[src/design/hwc_pkg.sv]
// Behaviour
// - Brake field picks pin, forced, or none
// - Speed mode: analog, duty, or frequency input
// - Shared pin routes second DAC or sense output
// - Dual pin bit assigns both DAC outputs
// - Supply range code selects 15, 30, 60 V
// - Frequency duty equals measured over full-scale frequency
// - Sleep or standby (per low-power select bit) after idle input for selected time
// - Current gain retuned each millisecond when enabled
// - Voltage gain retuned each millisecond when enabled
// - Clock source: internal, watchdog oscillator, or external
// - External reference mode follows its enable bit
// - Brake style: low-side or align braking
// - External rate is 8 kHz times two^code
package hwc_pkg;
  localparam logic [7:0]  ADDR_PIN_SETUP  = 8'hA4;
  localparam logic [7:0]  ADDR_DEV_ONE    = 8'hA6;
  localparam logic [7:0]  ADDR_DEV_TWO    = 8'hA8;
  localparam logic [31:0] RESET_PIN_SETUP = 32'h00000000;
  localparam logic [31:0] RESET_DEV_ONE   = 32'h00000000;
  localparam logic [31:0] RESET_DEV_TWO   = 32'h00000000;
  // Word indices inside the store
  localparam logic [1:0]  IDX_PIN  = 2'h0;
  localparam logic [1:0]  IDX_ONE  = 2'h1;
  localparam logic [1:0]  IDX_TWO  = 2'h2;
  // Field positions (low bit)
  localparam int SPEED_MODE_LO  = 0;
  localparam int BRAKE_SRC_LO   = 2;
  localparam int BRAKE_STYLE    = 5;
  localparam int SUPPLY_LO      = 0;
  localparam int ADDR_LO        = 20;
  localparam int DUAL_PIN       = 27;
  localparam int ROUTE_LO       = 28;
  localparam int EXT_RATE_LO    = 5;
  localparam int EXT_REF_ON     = 8;
  localparam int CLK_SRC_LO     = 9;
  localparam int LP_SELECT      = 11;
  localparam int VOLT_GAIN_ON   = 12;
  localparam int CURR_GAIN_ON   = 13;
  localparam int SLEEP_TIME_LO  = 14;
  localparam int FULL_FREQ_LO   = 16;
  // Times and derived cycle counts
  localparam int CLOCK_MHZ      = 200;
  localparam int SLEEP_T0_US    = 50;
  localparam int SLEEP_T1_US    = 200;
  localparam int SLEEP_T2_MS    = 20;
  localparam int SLEEP_T3_MS    = 200;
  localparam int GAIN_PERIOD_MS = 1;
  localparam int SLEEP_CYC0     = SLEEP_T0_US * CLOCK_MHZ;
  localparam int SLEEP_CYC1     = SLEEP_T1_US * CLOCK_MHZ;
  localparam int SLEEP_CYC2     = SLEEP_T2_MS * 1000 * CLOCK_MHZ;
  localparam int SLEEP_CYC3     = SLEEP_T3_MS * 1000 * CLOCK_MHZ;
  localparam int GAIN_CYC       = GAIN_PERIOD_MS * 1000 * CLOCK_MHZ;
  localparam logic [10:0] EXT_RATE_BASE_KHZ = 11'h008;
  localparam int FREQ_BITS      = 15;
  localparam logic [15:0] DUTY_FULL = 16'h8000;
endpackage : hwc_pkg

[src/design/hwc_store_if.sv]
`timescale 1ns/1ps
interface hwc_store_if;
  logic        wrEn;
  logic [1:0]  wrIdx;
  logic [31:0] wrData;
  logic [1:0]  rdIdx;
  logic [31:0] rdData;
  logic [31:0] pinWord;
  logic [31:0] oneWord;
  logic [31:0] twoWord;
  modport ctrl  (output wrEn, wrIdx, wrData, rdIdx, input rdData, pinWord, oneWord, twoWord);
  modport store (input wrEn, wrIdx, wrData, rdIdx, output rdData, pinWord, oneWord, twoWord);
endinterface : hwc_store_if

[src/design/hwc_reg_store.sv]
`timescale 1ns/1ps
module hwc_reg_store
(
  // Clocking
  input wire logic    clock,
  input wire logic    rstSyncN,
  input wire logic    ce,
  // Access
  hwc_store_if.store  bus
);
  logic [31:0] words [3];

  assign bus.pinWord = words[0];
  assign bus.oneWord = words[1];
  assign bus.twoWord = words[2];

  always_ff @(posedge clock or negedge rstSyncN)
  begin
    if (!rstSyncN)
    begin
      words[0] <= hwc_pkg::RESET_PIN_SETUP;
      words[1] <= hwc_pkg::RESET_DEV_ONE;
      words[2] <= hwc_pkg::RESET_DEV_TWO;
    end
    else if (ce && bus.wrEn && bus.wrIdx != 2'h3)
    begin
      words[bus.wrIdx] <= bus.wrData;
    end
  end

  always_ff @(posedge clock or negedge rstSyncN)
  begin
    if (!rstSyncN)
      bus.rdData <= 32'h00000000;
    else if (ce)
      bus.rdData <= (bus.rdIdx == 2'h3) ? 32'h00000000 : words[bus.rdIdx];
  end
endmodule : hwc_reg_store

[src/design/hwc_config_bank.sv]
`timescale 1ns/1ps
module hwc_config_bank
#(
  parameter int SLEEP_CYC0 = hwc_pkg::SLEEP_CYC0,
  parameter int SLEEP_CYC1 = hwc_pkg::SLEEP_CYC1,
  parameter int SLEEP_CYC2 = hwc_pkg::SLEEP_CYC2,
  parameter int SLEEP_CYC3 = hwc_pkg::SLEEP_CYC3,
  parameter int GAIN_CYC   = hwc_pkg::GAIN_CYC
)
(
  // Clock, reset, enable
  input  wire logic        clock,
  input  wire logic        nrst,
  input  wire logic        ce,
  // Host register access
  input  wire logic [7:0]  hostAddr,
  input  wire logic        hostWr,
  input  wire logic        hostRd,
  input  wire logic [31:0] hostWdata,
  output logic [31:0]      hostRdata,
  output logic             hostAck,
  // Stored address loaded after reset
  input  wire logic [6:0]  storedAddr,
  // Device inputs
  input  wire logic        brakePin,
  input  wire logic        speedBelow,
  input  wire logic [14:0] measFreq,
  input  wire logic        measStrobe,
  // Braking
  output logic             brakeActive,
  output logic             brakeAlign,
  // Speed input mode
  output logic             speedAnalog,
  output logic             speedPwm,
  output logic             speedFreq,
  output logic [15:0]      freqDuty,
  output logic             freqDutyValid,
  // Pin routing
  output logic [3:0]       sharedPinRoute,
  output logic             dualDacPins,
  // Supply range
  output logic [1:0]       supplyRange,
  output logic             supplyRangeValid,
  // Low power
  output logic             enterStandby,
  output logic             enterSleep,
  // Gain adjust ticks
  output logic             currentGainStep,
  output logic             voltageGainStep,
  // Clocking
  output logic             clkInternal,
  output logic             clkWatchdogOsc,
  output logic             clkExternal,
  output logic             externalReferenceOn,
  output logic [10:0]      externalReferenceKhz,
  // Serial target address
  output logic [6:0]       targetAddr
);
  typedef enum logic [1:0] { HWC_IDLE, HWC_DIV } hwc_div_e;

  hwc_store_if store();
  logic [1:0]  rstSync;
  logic        rstSyncN;
  logic        strapPending;
  logic        rdPend;
  logic        rdHit;
  logic [31:0] pinW;
  logic [31:0] oneW;
  logic [31:0] twoW;
  logic [31:0] idleCount;
  logic [31:0] idleLimit;
  logic [31:0] gainCount;
  hwc_div_e    divState;
  logic [15:0] divRem;
  logic [14:0] divQuot;
  logic [14:0] divMax;
  logic [3:0]  divStep;
  logic [15:0] next_rem;

  function automatic logic [1:0] addr_index(input logic [7:0] a);
    unique case (a)
      hwc_pkg::ADDR_PIN_SETUP: addr_index = hwc_pkg::IDX_PIN;
      hwc_pkg::ADDR_DEV_ONE:   addr_index = hwc_pkg::IDX_ONE;
      hwc_pkg::ADDR_DEV_TWO:   addr_index = hwc_pkg::IDX_TWO;
      default:                 addr_index = 2'h3;
    endcase
  endfunction : addr_index

  assign rstSyncN = rstSync[1];
  assign pinW     = store.pinWord;
  assign oneW     = store.oneWord;
  assign twoW     = store.twoWord;

  always_ff @(posedge clock or negedge nrst)
  begin
    if (!nrst)
      rstSync <= 2'h0;
    else
      rstSync <= {rstSync[0], 1'b1};
  end

  hwc_reg_store u_store
  (
    .clock    (clock),
    .rstSyncN (rstSyncN),
    .ce       (ce),
    .bus      (store.store)
  );

  // First enabled cycle after reset loads the stored address
  always_ff @(posedge clock or negedge rstSyncN)
  begin
    if (!rstSyncN)
      strapPending <= 1'b1;
    else if (ce)
      strapPending <= 1'b0;
  end

  always_comb
  begin
    store.rdIdx = addr_index(hostAddr);
    if (strapPending)
    begin
      store.wrEn   = 1'b1;
      store.wrIdx  = hwc_pkg::IDX_ONE;
      store.wrData = oneW;
      store.wrData[hwc_pkg::ADDR_LO +: 7] = storedAddr;
    end
    else
    begin
      store.wrEn   = hostWr;
      store.wrIdx  = addr_index(hostAddr);
      store.wrData = hostWdata;
    end
  end

  // Read data arrive one cycle after the store register
  always_ff @(posedge clock or negedge rstSyncN)
  begin
    if (!rstSyncN)
    begin
      rdPend    <= 1'b0;
      rdHit     <= 1'b0;
      hostAck   <= 1'b0;
      hostRdata <= 32'h00000000;
    end
    else if (ce)
    begin
      rdPend    <= hostRd && !hostWr;
      rdHit     <= addr_index(hostAddr) != 2'h3;
      hostAck   <= rdPend || (hostWr && !strapPending);
      hostRdata <= (rdPend && rdHit) ? store.rdData : 32'h00000000;
    end
  end

  // Field decode
  always_ff @(posedge clock or negedge rstSyncN)
  begin
    if (!rstSyncN)
    begin
      brakeActive          <= 1'b0;
      brakeAlign           <= 1'b0;
      speedAnalog          <= 1'b0;
      speedPwm             <= 1'b0;
      speedFreq            <= 1'b0;
      sharedPinRoute       <= 4'h0;
      dualDacPins          <= 1'b0;
      supplyRange          <= 2'h0;
      supplyRangeValid     <= 1'b0;
      clkInternal          <= 1'b0;
      clkWatchdogOsc       <= 1'b0;
      clkExternal          <= 1'b0;
      externalReferenceOn  <= 1'b0;
      externalReferenceKhz <= 11'h000;
      targetAddr           <= 7'h00;
    end
    else if (ce)
    begin
      unique case (pinW[hwc_pkg::BRAKE_SRC_LO +: 2])
        2'h1:    brakeActive <= 1'b1;
        2'h2:    brakeActive <= 1'b0;
        default: brakeActive <= brakePin;
      endcase
      brakeAlign  <= pinW[hwc_pkg::BRAKE_STYLE];
      speedAnalog <= pinW[hwc_pkg::SPEED_MODE_LO +: 2] == 2'h0;
      speedPwm    <= pinW[hwc_pkg::SPEED_MODE_LO +: 2] == 2'h1;
      speedFreq   <= pinW[hwc_pkg::SPEED_MODE_LO +: 2] == 2'h3;
      sharedPinRoute <= 4'h1 << oneW[hwc_pkg::ROUTE_LO +: 2];
      dualDacPins    <= oneW[hwc_pkg::DUAL_PIN];
      supplyRange      <= oneW[hwc_pkg::SUPPLY_LO +: 2];
      supplyRangeValid <= oneW[hwc_pkg::SUPPLY_LO +: 2] != 2'h3;
      clkInternal    <= twoW[hwc_pkg::CLK_SRC_LO +: 2] == 2'h0;
      clkWatchdogOsc <= twoW[hwc_pkg::CLK_SRC_LO +: 2] == 2'h1;
      clkExternal    <= twoW[hwc_pkg::CLK_SRC_LO +: 2] == 2'h3;
      externalReferenceOn <= twoW[hwc_pkg::EXT_REF_ON];
      externalReferenceKhz <=
        hwc_pkg::EXT_RATE_BASE_KHZ << twoW[hwc_pkg::EXT_RATE_LO +: 3];
      targetAddr <= oneW[hwc_pkg::ADDR_LO +: 7];
    end
  end

  // Sleep or standby entry timer
  always_comb
  begin
    unique case (twoW[hwc_pkg::SLEEP_TIME_LO +: 2])
      2'h0: idleLimit = 32'(SLEEP_CYC0);
      2'h1: idleLimit = 32'(SLEEP_CYC1);
      2'h2: idleLimit = 32'(SLEEP_CYC2);
      2'h3: idleLimit = 32'(SLEEP_CYC3);
    endcase
  end

  always_ff @(posedge clock or negedge rstSyncN)
  begin
    if (!rstSyncN)
    begin
      idleCount    <= 32'h00000000;
      enterStandby <= 1'b0;
      enterSleep   <= 1'b0;
    end
    else if (ce)
    begin
      if (!speedBelow)
        idleCount <= 32'h00000000;
      else if (idleCount < idleLimit)
        idleCount <= idleCount + 32'h00000001;
      enterSleep   <= speedBelow && idleCount >= idleLimit &&
                      twoW[hwc_pkg::LP_SELECT];
      enterStandby <= speedBelow && idleCount >= idleLimit &&
                      !twoW[hwc_pkg::LP_SELECT];
    end
  end

  // Millisecond gain adjust tick
  always_ff @(posedge clock or negedge rstSyncN)
  begin
    if (!rstSyncN)
    begin
      gainCount       <= 32'h00000000;
      currentGainStep <= 1'b0;
      voltageGainStep <= 1'b0;
    end
    else if (ce)
    begin
      if (gainCount >= 32'(GAIN_CYC - 1))
        gainCount <= 32'h00000000;
      else
        gainCount <= gainCount + 32'h00000001;
      currentGainStep <= gainCount >= 32'(GAIN_CYC - 1) &&
                         twoW[hwc_pkg::CURR_GAIN_ON];
      voltageGainStep <= gainCount >= 32'(GAIN_CYC - 1) &&
                         twoW[hwc_pkg::VOLT_GAIN_ON];
    end
  end

  // Serial divider: duty = measured / full-scale, 1.0 = DUTY_FULL
  assign next_rem = {divRem[14:0], 1'b0};

  always_ff @(posedge clock or negedge rstSyncN)
  begin
    if (!rstSyncN)
    begin
      divState      <= HWC_IDLE;
      divRem        <= 16'h0000;
      divQuot       <= 15'h0000;
      divMax        <= 15'h0000;
      divStep       <= 4'h0;
      freqDuty      <= 16'h0000;
      freqDutyValid <= 1'b0;
    end
    else if (ce)
    begin
      freqDutyValid <= 1'b0;
      unique case (divState)
        HWC_IDLE:
        begin
          if (measStrobe && speedFreq)
          begin
            if (measFreq >= twoW[hwc_pkg::FULL_FREQ_LO +: hwc_pkg::FREQ_BITS])
            begin
              freqDuty      <= hwc_pkg::DUTY_FULL;
              freqDutyValid <= 1'b1;
            end
            else
            begin
              divRem   <= {1'b0, measFreq};
              divMax   <= twoW[hwc_pkg::FULL_FREQ_LO +: hwc_pkg::FREQ_BITS];
              divQuot  <= 15'h0000;
              divStep  <= 4'h0;
              divState <= HWC_DIV;
            end
          end
        end
        HWC_DIV:
        begin
          if (next_rem >= {1'b0, divMax})
          begin
            divRem  <= next_rem - {1'b0, divMax};
            divQuot <= {divQuot[13:0], 1'b1};
          end
          else
          begin
            divRem  <= next_rem;
            divQuot <= {divQuot[13:0], 1'b0};
          end
          divStep <= divStep + 4'h1;
          if (divStep == 4'hE)
          begin
            freqDuty      <= {1'b0, divQuot[13:0],
                              next_rem >= {1'b0, divMax}};
            freqDutyValid <= 1'b1;
            divState      <= HWC_IDLE;
          end
        end
        default: divState <= HWC_IDLE;
      endcase
    end
  end
endmodule : hwc_config_bank

[config.mk]
export PLATFORM = sky130hd
export DESIGN_NAME = hwc_config_bank
export DESIGN_NICKNAME = d
export VERILOG_FILES = /design/src/design/hwc_pkg.sv /design/src/design/hwc_store_if.sv /design/src/design/hwc_reg_store.sv /design/src/design/hwc_config_bank.sv
export SDC_FILE = /design/constraint.sdc
export NUM_CORES = 1
export LEC_CHECK = 0
export BUFFER_PORTS_ARGS = -buffer_cell sky130_fd_sc_hd__buf_2
export CAP_MARGIN = 5
export CELL_PAD_IN_SITES_DETAIL_PLACEMENT = 1
export CELL_PAD_IN_SITES_GLOBAL_PLACEMENT = 1
export CORE_MARGIN = 3
export CORE_UTILIZATION = 50
export CTS_BUF_LIST = sky130_fd_sc_hd__clkbuf_8
export CTS_CLUSTER_SIZE = 14
export DETAILED_ROUTE_END_ITERATION = 7
export MAX_ROUTING_LAYER = met4
export PLACE_DENSITY_LB_ADDON = 0.1
export SKIP_LAST_GASP = 1
export SLEW_MARGIN = 20
export SYNTH_ARGS = -nofsm -noshare
export SYNTH_HDL_FRONTEND = slang
export SYNTH_SLANG_ARGS = --single-unit
[constraint.sdc]
create_clock -name clock -period 31.5 [get_ports clock]
set_clock_uncertainty 0.2 [all_clocks]
set_input_delay 1.575 -clock clock [delete_from_list [all_inputs] [get_ports clock]]
set_output_delay 1.575 -clock clock [all_outputs]
set_load 0.005 [all_outputs]
Yosys cells after proc, flatten, opt, wreduce, memory -nomap -nowiden
Index checks and enable logic that the tools add are counted.
Cells by class
  mux-type cells: 41
  magnitude comparators: 8
  bitwise operators: 3
  reductions and logical operators: 26
  shifts and indexed selects: 2
  equal/unequal tests: 23
  add/subtract/negate cells: 4
Operator list (number)
  2-to-1 mux 32 bit: 9
  case mux 32 bit (4 select lines): 1
  bitwise mux 96 bit: 1
  adder 32 x 1 -> 32 bit, second input constant: 2
  binary-select mux 32 bit (select 2 bit): 1
  demux 32 bit (select 2 bit): 1
  2-to-1 mux 16 bit: 3
  2-to-1 mux 15 bit: 3
  greater-or-equal comparator 32 x 18 -> 1 bit, second input constant: 1
  greater-or-equal comparator 32 bit: 1
  less-than comparator 32 bit: 1
  case mux 16 bit (2 select lines): 1
  case mux 15 bit (2 select lines): 1
  2-to-1 mux 14 bit: 2
  case mux 14 bit (2 select lines): 1
  == test 8 bit, second input constant: 3
  greater-or-equal comparator 16 x 15 -> 1 bit: 1
  greater-or-equal comparator 15 bit: 1
  subtractor 15 bit: 1
  != test 2 bit, second input constant: 7
  == test 2 bit, second input constant: 6
  logical AND 1 bit: 12
  AND reduction 4 bit: 3
  left shift 4 x 3 -> 11 bit, first input constant: 1
  other kinds (22): 43
Storage, ports and cells
  register bits: 336
  output and inout bits: 89
  input bits: 70

Longest topological paths before layout
Gate-level depths: netlist of run 1.
  word-level depth: 9
  mapped depth: 14
  mapped depth without buffers: 13

Modules after synthesis
From an unflattened synthesis of run 1, not the netlist that was laid out.
Second synthesis, totals
  cell total of the unflattened synthesis: 1522
  area, all modules: 16517.1 um^2
Modules (own cells, without submodules)
  hwc_config_bank: times used 1, area each 11015.6 um^2, seq. area each 5106.1 um^2, cells an instance 1108
  hwc_reg_store: times used 1, area each 5501.5 um^2, seq. area each 3203.1 um^2, cells an instance 414

Worst setup path before layout of run 1
Ideal clock, no wire load.
  kind: input to register
  from: input port measFreq[5]
  to: register divStep[2]
  stages on the path: 11
  buffers on the path: 2
  setup slack: 27748 ps
  arrival time: 3422 ps
  cell sequence: ha_1 -> and4_1 -> a41oi_1 -> o21ai_1 -> nand3_1 -> a31oi_1 -> or4b_1 -> clkbuf_1 -> buf_2 -> o211ai_1 -> o41ai_1
On the way
  word-level cells in the longest chain between the ends: 3
RTL lines
  start, declared: line hwc_config_bank.sv:27  | input wire logic [14:0] measFreq,
  greater-or-equal comparator 15 bit: line hwc_config_bank.sv:279  | if (measFreq >= twoW[hwc_pkg::FULL_FREQ_LO +: hwc_pkg::FREQ_BITS])
  != test 2 bit (no line)
  AND reduction 4 bit (no line)
  end signal, assigned: line hwc_config_bank.sv:306  | divStep <= divStep + 4'h1;
  end, declared: line hwc_config_bank.sv:77  | logic [3:0] divStep;
Every way passes these cells.
A chain may end at the register's enable or synchronous reset.

Final worst setup path of run 1
  from: input port hostAddr[0]
  to: register u_store.words (netlist bit u_store.bus.oneWord[28])
On the way
  word-level cells in the longest chain between the ends: 9
  elaborated cells between the ends (all ways): 14
  classes of those cells: order compare: 2; eq/ne: 4; mux: 5; bitwise: 1; reduce/logical: 2
RTL lines
  start, declared: line hwc_config_bank.sv:16  | input wire logic [7:0] hostAddr,
  == test 8 bit: line hwc_config_bank.sv:81  | unique case (a)
  case mux 2 bit (3 select lines) *: line hwc_config_bank.sv:81
  2-to-1 mux 2 bit *: line hwc_config_bank.sv:122  | if (strapPending)
  NOT 2 -> 3 bit (implied by the code): line hwc_reg_store.sv:27  | words[bus.wrIdx] <= bus.wrData;
  greater-or-equal comparator 3 bit (implied by the code) or less-than comparator 3 x 1 -> 1 bit (tied branches): line hwc_reg_store.sv:27
  logical AND 1 bit (implied by the code): line hwc_reg_store.sv:27
  2-to-1 mux 32 bit (implied by the code): line hwc_reg_store.sv:27
  demux 32 bit (select 2 bit): line hwc_reg_store.sv:27
  bitwise mux 96 bit: line hwc_reg_store.sv:27
  end signal, assigned by index: line hwc_reg_store.sv:27
  end, declared: line hwc_reg_store.sv:11  | logic [31:0] words [3];
Every way passes the cells marked *; elsewhere a longest branch is shown, timed or not.

==> results.cfg, run 1 <==
[status]
result_of_the_run = completed

[die]
initial_core_util_pct = 51.0
die-width_um = 186
row_count = 65
io_pins = 159
fp.dieArea_um2 = 34500
core-area_um2 = 31600
die_height_um = 186

[grt]
grt_pass1_wl_um = 71100
grt.overflow.total = 0
pin_count_of_the_biggest_net_entering_global_routing = 81
antenna_found_initial = 1
globalRouteTotalUtil_pct = 26.2
number_of_global_route_vias_before_repair = 13590

[synth]
syn_inst = 1651
synthDominantAreaCellType = dfrtp_1
synth_fa_ha_area_share_pct = 4.62
main_combinational_cell_family_by_area_after_synthesis = compound AO/OA/AOI/OAI gates
ys_seq_area_share_pct = 51.5
async_reset_ff_share_pct = 100
predominant_post_synthesis_flop_cell = dfrtp_1
yosysWarningCount = 0
synth_cell_type_count = 74
synth-xor-area-share_pct = 1.63
synth-simple-area-share_pct = 12.5
synth_compound_area_share_pct = 17.5
yosys-mux-area-fraction_pct = 6.07
ys_top_cells_by_area = dfrtp_1 (51%), ha_1 (4.5%), o21ai_0 (4.3%), nor2_1 (4.0%), a21oi_1 (3.5%)
ys_seq_elements = 332
avg_inst_size_synth_um2 = 9.77
synth_edf_count = 0
synth_top_area_share_pct = 51.3
synth.cell_area_um2 = 16100

[min_path]
min_path_type = reg -> reg
timing.hold.worst.start = rstSync[0]
hold_depth = 0

[pwr]
power_dens_cells_nw_per_um2 = 57.1
power_frac_clock_pct = 39.5
netSwitchingPower_w = 0.000299
cellInternalPower_w = 0.000753
vdd_ir_drop_max_v = 0.0000308
combPwrFrac_pct = 15.7
total_leakage_power_nw = 8.73
power_total_w = 0.00105
power.sequential.fraction_pct = 44.8
sw_frac_of_total_pct = 28.4

[sta]
finalCriticalPeriod_ps = 4390
timing.final.max_slew_violations = 0
tightestPinTransition_ps = 1100
max_slew_margin_pct = 26.6
final-hold-violation-count = 0
layout_worst_path_cycle_share_pct = 13.9
grt_setup_unrepaired = no
setup_viol = 0
fin_setup_tns_ps = 0
whs_ps = 156
maxClockFrequency_mhz = 228

[routing]
via_per_inst = 5.71
drt-total-wl_um = 43100
route.vias.total = 12776
violation_count_after_the_first_detailed_routing_iteration = 570
antenna_violating_nets_post_route = 0
detail_route.wl_per_cell_um = 19.3
first_pass_iters = 5
drc = 0

[clock_tree]
cts.reportedPaths.clkPinSlew_ps = 60
cts.repair.resized = 0
cts-htree-levels = 2
cts.sinks = 332
insertion_delay_ps = 610
tritoncts = yes
cts_inserted_buffers = 57
cts_hold_buf = 0
post-cts-setup-buffers = 0
cts-root-to-sink-buffers = 3
cell_at_the_root_of_the_clock_tree = clkbuf_8

[place]
placed_wire_length_estimate_after_detailed_placement_um = 29000
buffer_ports.inserted = 155
routabilityCongestion = 0.831

[final_layout]
areaGrowthSynthToFinish_pct = 14.2
mostFrequentLayoutCell = dfrtp_1
nFillCells = 3603
number_of_nets_in_the_final_layout = 1915
mostFrequentLayoutCells = dfrtp_1 (330), nor2_1 (174), inv_1 (166)
final_core_utilization_pct = 58.2
layout-drive-gt1-share_pct = 17.5

[setup_path]
highest_net_fanout_along_the_worst_path = 67
worst_ep_arrival_time_ps = 4670
ff2ff_path_depth = 12
crit_start = hostAddr[0]
endpoint_kind = flop
cp.required_ps = 31780
path_class = in -> reg
critical_path.reg2reg.startpoint = u_store.bus.twoWord[14]
worst_setup_path_start_kind = input port

[run]
max-cap-violations = 0
worst paths after layout:
kind / to / slack [ps]
worst max-delay path: u_store.bus.oneWord[28] / 27110
worst min-delay path: rstSync[1] / 160
worst max register to register: idleCount[13] / 27360
worst min register to register: rstSync[1] / 160
max in group asynchronous: divRem[11] / 28570
min in group asynchronous: externalReferenceKhz[3] / 170
registers in the layout, summed over array words and instances, names as in the netlist, 2 cells and up:
signal	cells
u_store.bus.oneWord	32
divMax	15
gainCount	32
u_store.bus.twoWord	32
rstSync	2
hostRdata	32
externalReferenceKhz	8
divStep	4
supplyRange	2
sharedPinRoute	4
divQuot	14
freqDuty	16
targetAddr	7
divRem	15
idleCount	32
u_store.bus.pinWord	32
u_store.bus.rdData	32
through the flow:
stage | std cells | area [um^2] | worst slack [ps]
global placement | 2128 | 17100 | 26630
global route | 2238 | 18400 | 26970
detailed placement | 2128 | 17100 | 26540
floorplan | 1653 | 16100 | 21360
CTS | 2236 | 18400 | 27200
finish | 2238 | 18400 | 27110
metal layers:
| metal | vias up | track usage, % | share of wire (%) |
|---|---|---|---|
| met3 | 87 | 3.62 | 3.8 |
| met5 | - | - | 0 |
| met2 | 260 | 43.2 | 48 |
| li1 | 5997 | - | - |
| met4 | 0 | 7.21 | 2.4 |
| met1 | 6432 | 34.5 | 46 |
worst max-delay path, cell delays in order:
cell,delay [ps]
buf_2,100
nor4b_2,300
nand2_1,150
or2_2,310
buf_4,320
nor2_2,210
a21oi_2,80
nor2b_4,340
nand2b_2,670
mux2_4,530
logic make-up after synthesis:
family / Yosys count
AOI/OAI and AO/OA: 455
and+or+nand+nor: 443
DFF: 332
buffers and inverters: 245
muxes: 85
adders and majority gates: 59
xor gates and xnor gates: 30
other: 2
power by group through the flow:
stage / Clock (W) / Sequential (W) / Combinational [W]
6_report: 0.000415 / 0.000471 / 0.000166
5_1_grt: 0.000448 / 0.000475 / 0.000187
4_1_cts: 0.000425 / 0.000471 / 0.000166
3_5_place_dp: 0 / 0.000479 / 0.000165
3_3_place_gp: 0 / 0.000477 / 0.000158
2_1_floorplan: 0 / 0.000477 / 0.000122
cells in the mapped netlist, types with 17 or more instances:
cell type	instances
o31ai_1	19
o21ai_0	137
a21oi_1	113
o22ai_1	26
clkbuf_1	63
dfrtp_1	331
a221oi_1	17
mux2i_1	42
inv_1	148
nor2_1	174
a21o_1	20
mux2_2	23
nand2_1	126
nand3_1	37
ha_1	58
mux2_4	20
layout make-up:
class	instances	area (um^2)	area share [%]
diodes	1	2.50	0.0136
clock buffers	73	1000	5.46
clock inverters	35	241	1.31
inverters	148	556	3.02
multi-input cells	1076	6880	37.3
flip-flops and latches	332	8310	45.1
well taps	402	503	2.73
repair buffers	171	918	4.99
(Power assumes the default switching activity.)
==> inputs of run 2 (changes only) <==
--- a/config.mk
+++ b/config.mk
@@ -10,7 +10,7 @@
 export CELL_PAD_IN_SITES_DETAIL_PLACEMENT = 1
 export CELL_PAD_IN_SITES_GLOBAL_PLACEMENT = 1
 export CORE_MARGIN = 3
-export CORE_UTILIZATION = 50
+export CORE_UTILIZATION = 43
 export CTS_BUF_LIST = sky130_fd_sc_hd__clkbuf_8
 export CTS_CLUSTER_SIZE = 14
 export DETAILED_ROUTE_END_ITERATION = 7
==> constraint.sdc (replaced) <==
create_clock -name clock -period 4 [get_ports clock]
set_clock_uncertainty 0.2 [all_clocks]
set_input_delay 0.2 -clock clock [delete_from_list [all_inputs] [get_ports clock]]
set_output_delay 0.2 -clock clock [all_outputs]
set_load 0.005 [all_outputs]
==> results.cfg, run 2 (synthesized netlist as in run 1, its figures left out) <==
[grt]
number_of_global_route_vias_before_repair = 13718
globalRouteTotalUtil_pct = 23.9
grt.overflow.total = 0
antenna_found_initial = 3
pin_count_of_the_biggest_net_entering_global_routing = 87
globalRoute.busiestLayer = met2
grt_pass1_wl_um = 73800
global_route.usage.met1_pct = 31.4
gr-usage-met2_pct = 38.2
grtUsageMet3_pct = 3.49

[routing]
drc = 0
detail_route.wl_per_cell_um = 19.1
route.vias.total = 12853
via_per_inst = 5.41
drt-total-wl_um = 45400
antenna_violating_nets_post_route = 0
violation_count_after_the_first_detailed_routing_iteration = 568
first_pass_iters = 5

[final_layout]
layout-drive-gt1-share_pct = 17.0
mostFrequentLayoutCell = dfrtp_1
regArea_um2 = 8310
mostFrequentLayoutCells = dfrtp_1 (330), nor2_1 (174), inv_1 (167)
final_non_filler_cell_area_um2 = 19200
final_core_utilization_pct = 52.2
multi_input_comb_area_um2 = 6870
nFillCells = 4189
number_of_nets_in_the_final_layout = 1990
areaGrowthSynthToFinish_pct = 19.1

[die]
fp.dieArea_um2 = 39900
initial_core_util_pct = 43.9
core-area_um2 = 36800
io_pins = 159
die-width_um = 200
row_count = 70
die_height_um = 200

[sta]
maxClockFrequency_mhz = 285
grt_setup_unrepaired = no
layout_worst_path_cycle_share_pct = 87.6
setup_viol = 0
fin_setup_tns_ps = 0
finalCriticalPeriod_ps = 3500
max_slew_margin_pct = 30.2
timing.final.max_slew_violations = 0
final-hold-violation-count = 0
tightestPinTransition_ps = 1050

[setup_path]
worst_ep_arrival_time_ps = 3880
highest_net_fanout_along_the_worst_path = 11
worst_setup_path_start_kind = flop
endpoint_kind = flop
reg2reg_slack_ps = 500
path_class = reg -> reg
cp.required_ps = 4380

[clock_tree]
tritoncts = yes
cts.sinks = 332
insertion_delay_ps = 650
cell_at_the_root_of_the_clock_tree = clkbuf_8
cts.reportedPaths.clkPinSlew_ps = 70
cts-htree-levels = 2
post-cts-setup-buffers = 0
cts_inserted_buffers = 58
cts-root-to-sink-buffers = 3

[place]
buffer_ports.inserted = 155
routabilityCongestion = 0.879
placed_wire_length_estimate_after_detailed_placement_um = 30400
placed_area_um2 = 17400

[pwr]
total_leakage_power_nw = 9.04
vdd_ir_drop_max_v = 0.000255
power_dens_cells_nw_per_um2 = 432

[status]
result_of_the_run = completed

[run]
max-cap-violations = 0

[min_path]
min_path_type = in -> reg
-- run 2: final timing paths --
path,from,endpoint,cells after the start
max,u_store.bus.twoWord[14],idleCount[13],12
min,hostWdata[11],u_store.bus.oneWord[11],3
max reg2reg,u_store.bus.twoWord[14],idleCount[13],12
min reg2reg,rstSync[0],rstSync[1],0
max in group asynchronous,rstSync[1],divQuot[12],1
min in group asynchronous,rstSync[1],u_store.bus.pinWord[3],0
-- run 2: metrics by stage --
stage / total power [W] / hold slack, ps / cells / setup slack [ps]
6_report: 0.00829 / 138 / 2374 / 497
5_1_grt: 0.00877 / 109 / 2374 / 143
4_1_cts: 0.00842 / 76.5 / 2371 / 469
3_5_place_dp: 0.00508 / -210 / 2204 / 489
3_3_place_gp: 0.00503 / -214 / 2204 / 609
2_1_floorplan: 0.00471 / -296 / 1653 / 513
-- run 2: routing by layer --
metal / up-vias / routed length [um] / part of all wire [%]
met5: - / 0 / 0
met2: 222 / 21700 / 48
met3: 80 / 1680 / 3.7
met4: 0 / 1260 / 2.8
li1: 6149 / - / -
met1: 6402 / 20800 / 46
-- run 2: critical path, cell delays in order (launching register included) --
cell and delay, ps:
dfrtp_1 430, inv_1 150, ha_1 190, inv_1 100
ha_1 320, a21oi_1 170, o21ai_0 100, a211oi_1 290
o21ai_1 130, o21ai_2 270, nand3_1 380, or4_1 630
nand2_1 80
-- run 2: cell type report --
| type | instances | share of cell area [%] |
|---|---|---|
| antenna | 3 | 0.0391 |
| clock buffer | 71 | 5.09 |
| clock inverter | 31 | 1.13 |
| inverter | 148 | 2.89 |
| multi-input combinational | 1076 | 35.8 |
| sequential | 332 | 43.3 |
| tap | 468 | 3.05 |
| timing repair buffer | 245 | 8.74 |
-- run 2: timing repair --
item	in CTS	in global routing
endpoints found under the setup margin	0	0
hold buffers	65	0
gates resized for setup	0	0
hold endpoints to repair	159	0
-- run 2: power breakdown --
group / switching [W] / total, W / internal, W
logic: 0.000752 / 0.00136 / 0.000607
clock network: 0.00143 / 0.00322 / 0.00179
registers: 0.000176 / 0.00371 / 0.00353
==> inputs of run 3 (changes only) <==
--- a/config.mk
+++ b/config.mk
@@ -10,7 +10,7 @@
 export CELL_PAD_IN_SITES_DETAIL_PLACEMENT = 1
 export CELL_PAD_IN_SITES_GLOBAL_PLACEMENT = 1
 export CORE_MARGIN = 3
-export CORE_UTILIZATION = 43
+export CORE_UTILIZATION = 50
 export CTS_BUF_LIST = sky130_fd_sc_hd__clkbuf_8
 export CTS_CLUSTER_SIZE = 14
 export DETAILED_ROUTE_END_ITERATION = 7
==> constraint.sdc (replaced) <==
create_clock -name clock -period 4.32 [get_ports clock]
set_clock_uncertainty 0.2 [all_clocks]
set_input_delay 0.216 -clock clock [delete_from_list [all_inputs] [get_ports clock]]
set_output_delay 0.216 -clock clock [all_outputs]
set_load 0.005 [all_outputs]
==> results.cfg, run 3 (synthesized netlist as in run 1, its figures left out) <==
[place]
placed_wire_length_estimate_after_detailed_placement_um = 30200
buffer_ports.inserted = 155
count_of_placed_standard_cells_including_taps = 2140
routabilityCongestion = 0.856

[pwr]
power_dens_cells_nw_per_um2 = 396
total_leakage_power_nw = 9.01
vdd_ir_drop_max_v = 0.000211

[sta]
timing.final.max_slew_violations = 0
grt_setup_unrepaired = no
max_slew_margin_pct = 31.5
layout_worst_path_cycle_share_pct = 86.3
maxClockFrequency_mhz = 268
tightestPinTransition_ps = 1030
final-hold-violation-count = 0
finalCriticalPeriod_ps = 3730
fin_setup_tns_ps = 0
setup_viol = 0

[setup_path]
path_class = reg -> reg
worst_ep_arrival_time_ps = 4070
ff2ff_path_depth = 12
critPathSlowestCell = or4_1
critical_path_cell_by_cell = inv_1 -> ha_1 -> inv_1 -> ha_1 -> a21oi_1 -> o21ai_0 -> a211oi_1 -> o21ai_1 -> o21ai_2 -> nand3_1 -> or4_1 -> nand2_1
cp.required_ps = 4660
critical_path.reg2reg.startpoint = u_store.bus.twoWord[14]
rr_endpoint = idleCount[13]
reg2reg_slack_ps = 590
worst_setup_path_start_kind = flop
endpoint_kind = flop
highest_net_fanout_along_the_worst_path = 15
crit_path_max_incr_delay_ps = 680

[grt]
globalRoute.busiestLayer = met2
number_of_global_route_vias_before_repair = 13911
pin_count_of_the_biggest_net_entering_global_routing = 106
grt.overflow.total = 0
globalRouteTotalUtil_pct = 27.3
antenna_found_initial = 1
grt_pass1_wl_um = 73800
global_route.usage.met1_pct = 35.5
grtUsageMet3_pct = 4.01
gr-usage-met2_pct = 45.1

[min_path]
hold_depth = 4
whs_endpoint = divRem[0]
min_path_type = in -> reg
timing.hold.worst.start = measFreq[0]

[die]
die-width_um = 186
row_count = 65
die_height_um = 186
fp.dieArea_um2 = 34500
io_pins = 159
core-area_um2 = 31600
initial_core_util_pct = 51.0

[routing]
via_per_inst = 5.71
antenna_violating_nets_post_route = 0
drc = 0
first_pass_iters = 5
violation_count_after_the_first_detailed_routing_iteration = 748
drt-total-wl_um = 45500
detail_route.wl_per_cell_um = 19.7
route.vias.total = 13169

[final_layout]
stdcell_count = 2305
regArea_um2 = 8310
multi_input_comb_area_um2 = 6870
mostFrequentLayoutCells = dfrtp_1 (330), nor2_1 (174), inv_1 (169)
number_of_nets_in_the_final_layout = 1988
areaGrowthSynthToFinish_pct = 18.1
layout-drive-gt1-share_pct = 17.0
nFillCells = 3582
mostFrequentLayoutCell = dfrtp_1

[run]
max-cap-violations = 0

[clock_tree]
cts_inserted_buffers = 57
cts.reportedPaths.clkPinSlew_ps = 70
cell_at_the_root_of_the_clock_tree = clkbuf_8
post-cts-setup-buffers = 0
cts.sinks = 332
cts_hold_buf = 62
cts-htree-levels = 2
tritoncts = yes
cts-root-to-sink-buffers = 3
insertion_delay_ps = 600
cts.repair.resized = 0

[status]
result_of_the_run = completed
==> run 3: changes by cell type in the layout (fill, tap and decap cells not counted), sizes merged <==
cell and delta:
buf +2, bufinv -2, clkbuf +1, clkinvlp -1, diode -2, dlygate4sd3 -3, inv +2
==> run 3: final cells by class <==
class                   instances  area share [%]
inverters                     148            2.92
multi-input cells            1076            36.1
repair buffers                244            8.67
clock inverters                30           0.834
diodes                          1          0.0131
well taps                     402            2.64
clock buffers                  72            5.20
flip-flops and latches        332            43.6
==> run 3: through the flow <==
stage | power [W] | area [um^2] | worst slack [ps] | hold slack, ps | utilization [%]
finish | 0.00755 | 19000 | 593 | 51.5 | 60.2
global route | 0.00797 | 19000 | 383 | 30.1 | 60.2
CTS | 0.00762 | 19000 | 635 | 12.0 | 60.2
detailed placement | 0.00470 | 17300 | 645 | -196 | 54.6
global placement | 0.00464 | 17300 | 757 | -199 | 54.6
floorplan | 0.00436 | 16100 | 833 | -280 | -
==> run 3: worst max-delay path, delay by kind of cell, from the launching register on <==
| kind | cells | cell delay [ps] |
|---|---|---|
| adders and majority gates | 2 | 530 |
| buffers and inverters | 2 | 260 |
| DFF | 1 | 440 |
| AOI/OAI and AO/OA | 5 | 960 |
| and+or+nand+nor | 3 | 1280 |
==> run 3: routing by layer <==
metal  wire length, um  vias up
met5                 0        -
met4              1080        0
met3              1880       81
met2             22300      284
met1             20200     6655
li1                  -     6149
==> run 3: how the worst max path moves through the flow <==
stage	start	endpoint	slack, ps	cells after the start
2_1_floorplan	rstSync[1]	brakeActive	830	0
3_3_place_gp	u_store.bus.twoWord[14]	idleCount[13]	760	12
3_5_place_dp	u_store.bus.twoWord[14]	idleCount[13]	640	12
4_1_cts	u_store.bus.twoWord[14]	idleCount[13]	640	12
5_1_grt	u_store.bus.twoWord[14]	idleCount[13]	380	12
6_report	u_store.bus.twoWord[14]	idleCount[13]	590	12
==> run 3: where the power goes <==
part	total [W]	leakage (nW)	switching [W]	internal, W
clock	0.00283	0.678	0.00128	0.00155
combinational	0.00128	3.79	0.000716	0.000561
sequential	0.00344	4.55	0.000170	0.00327
total	0.00755	9.01	0.00216	0.00538
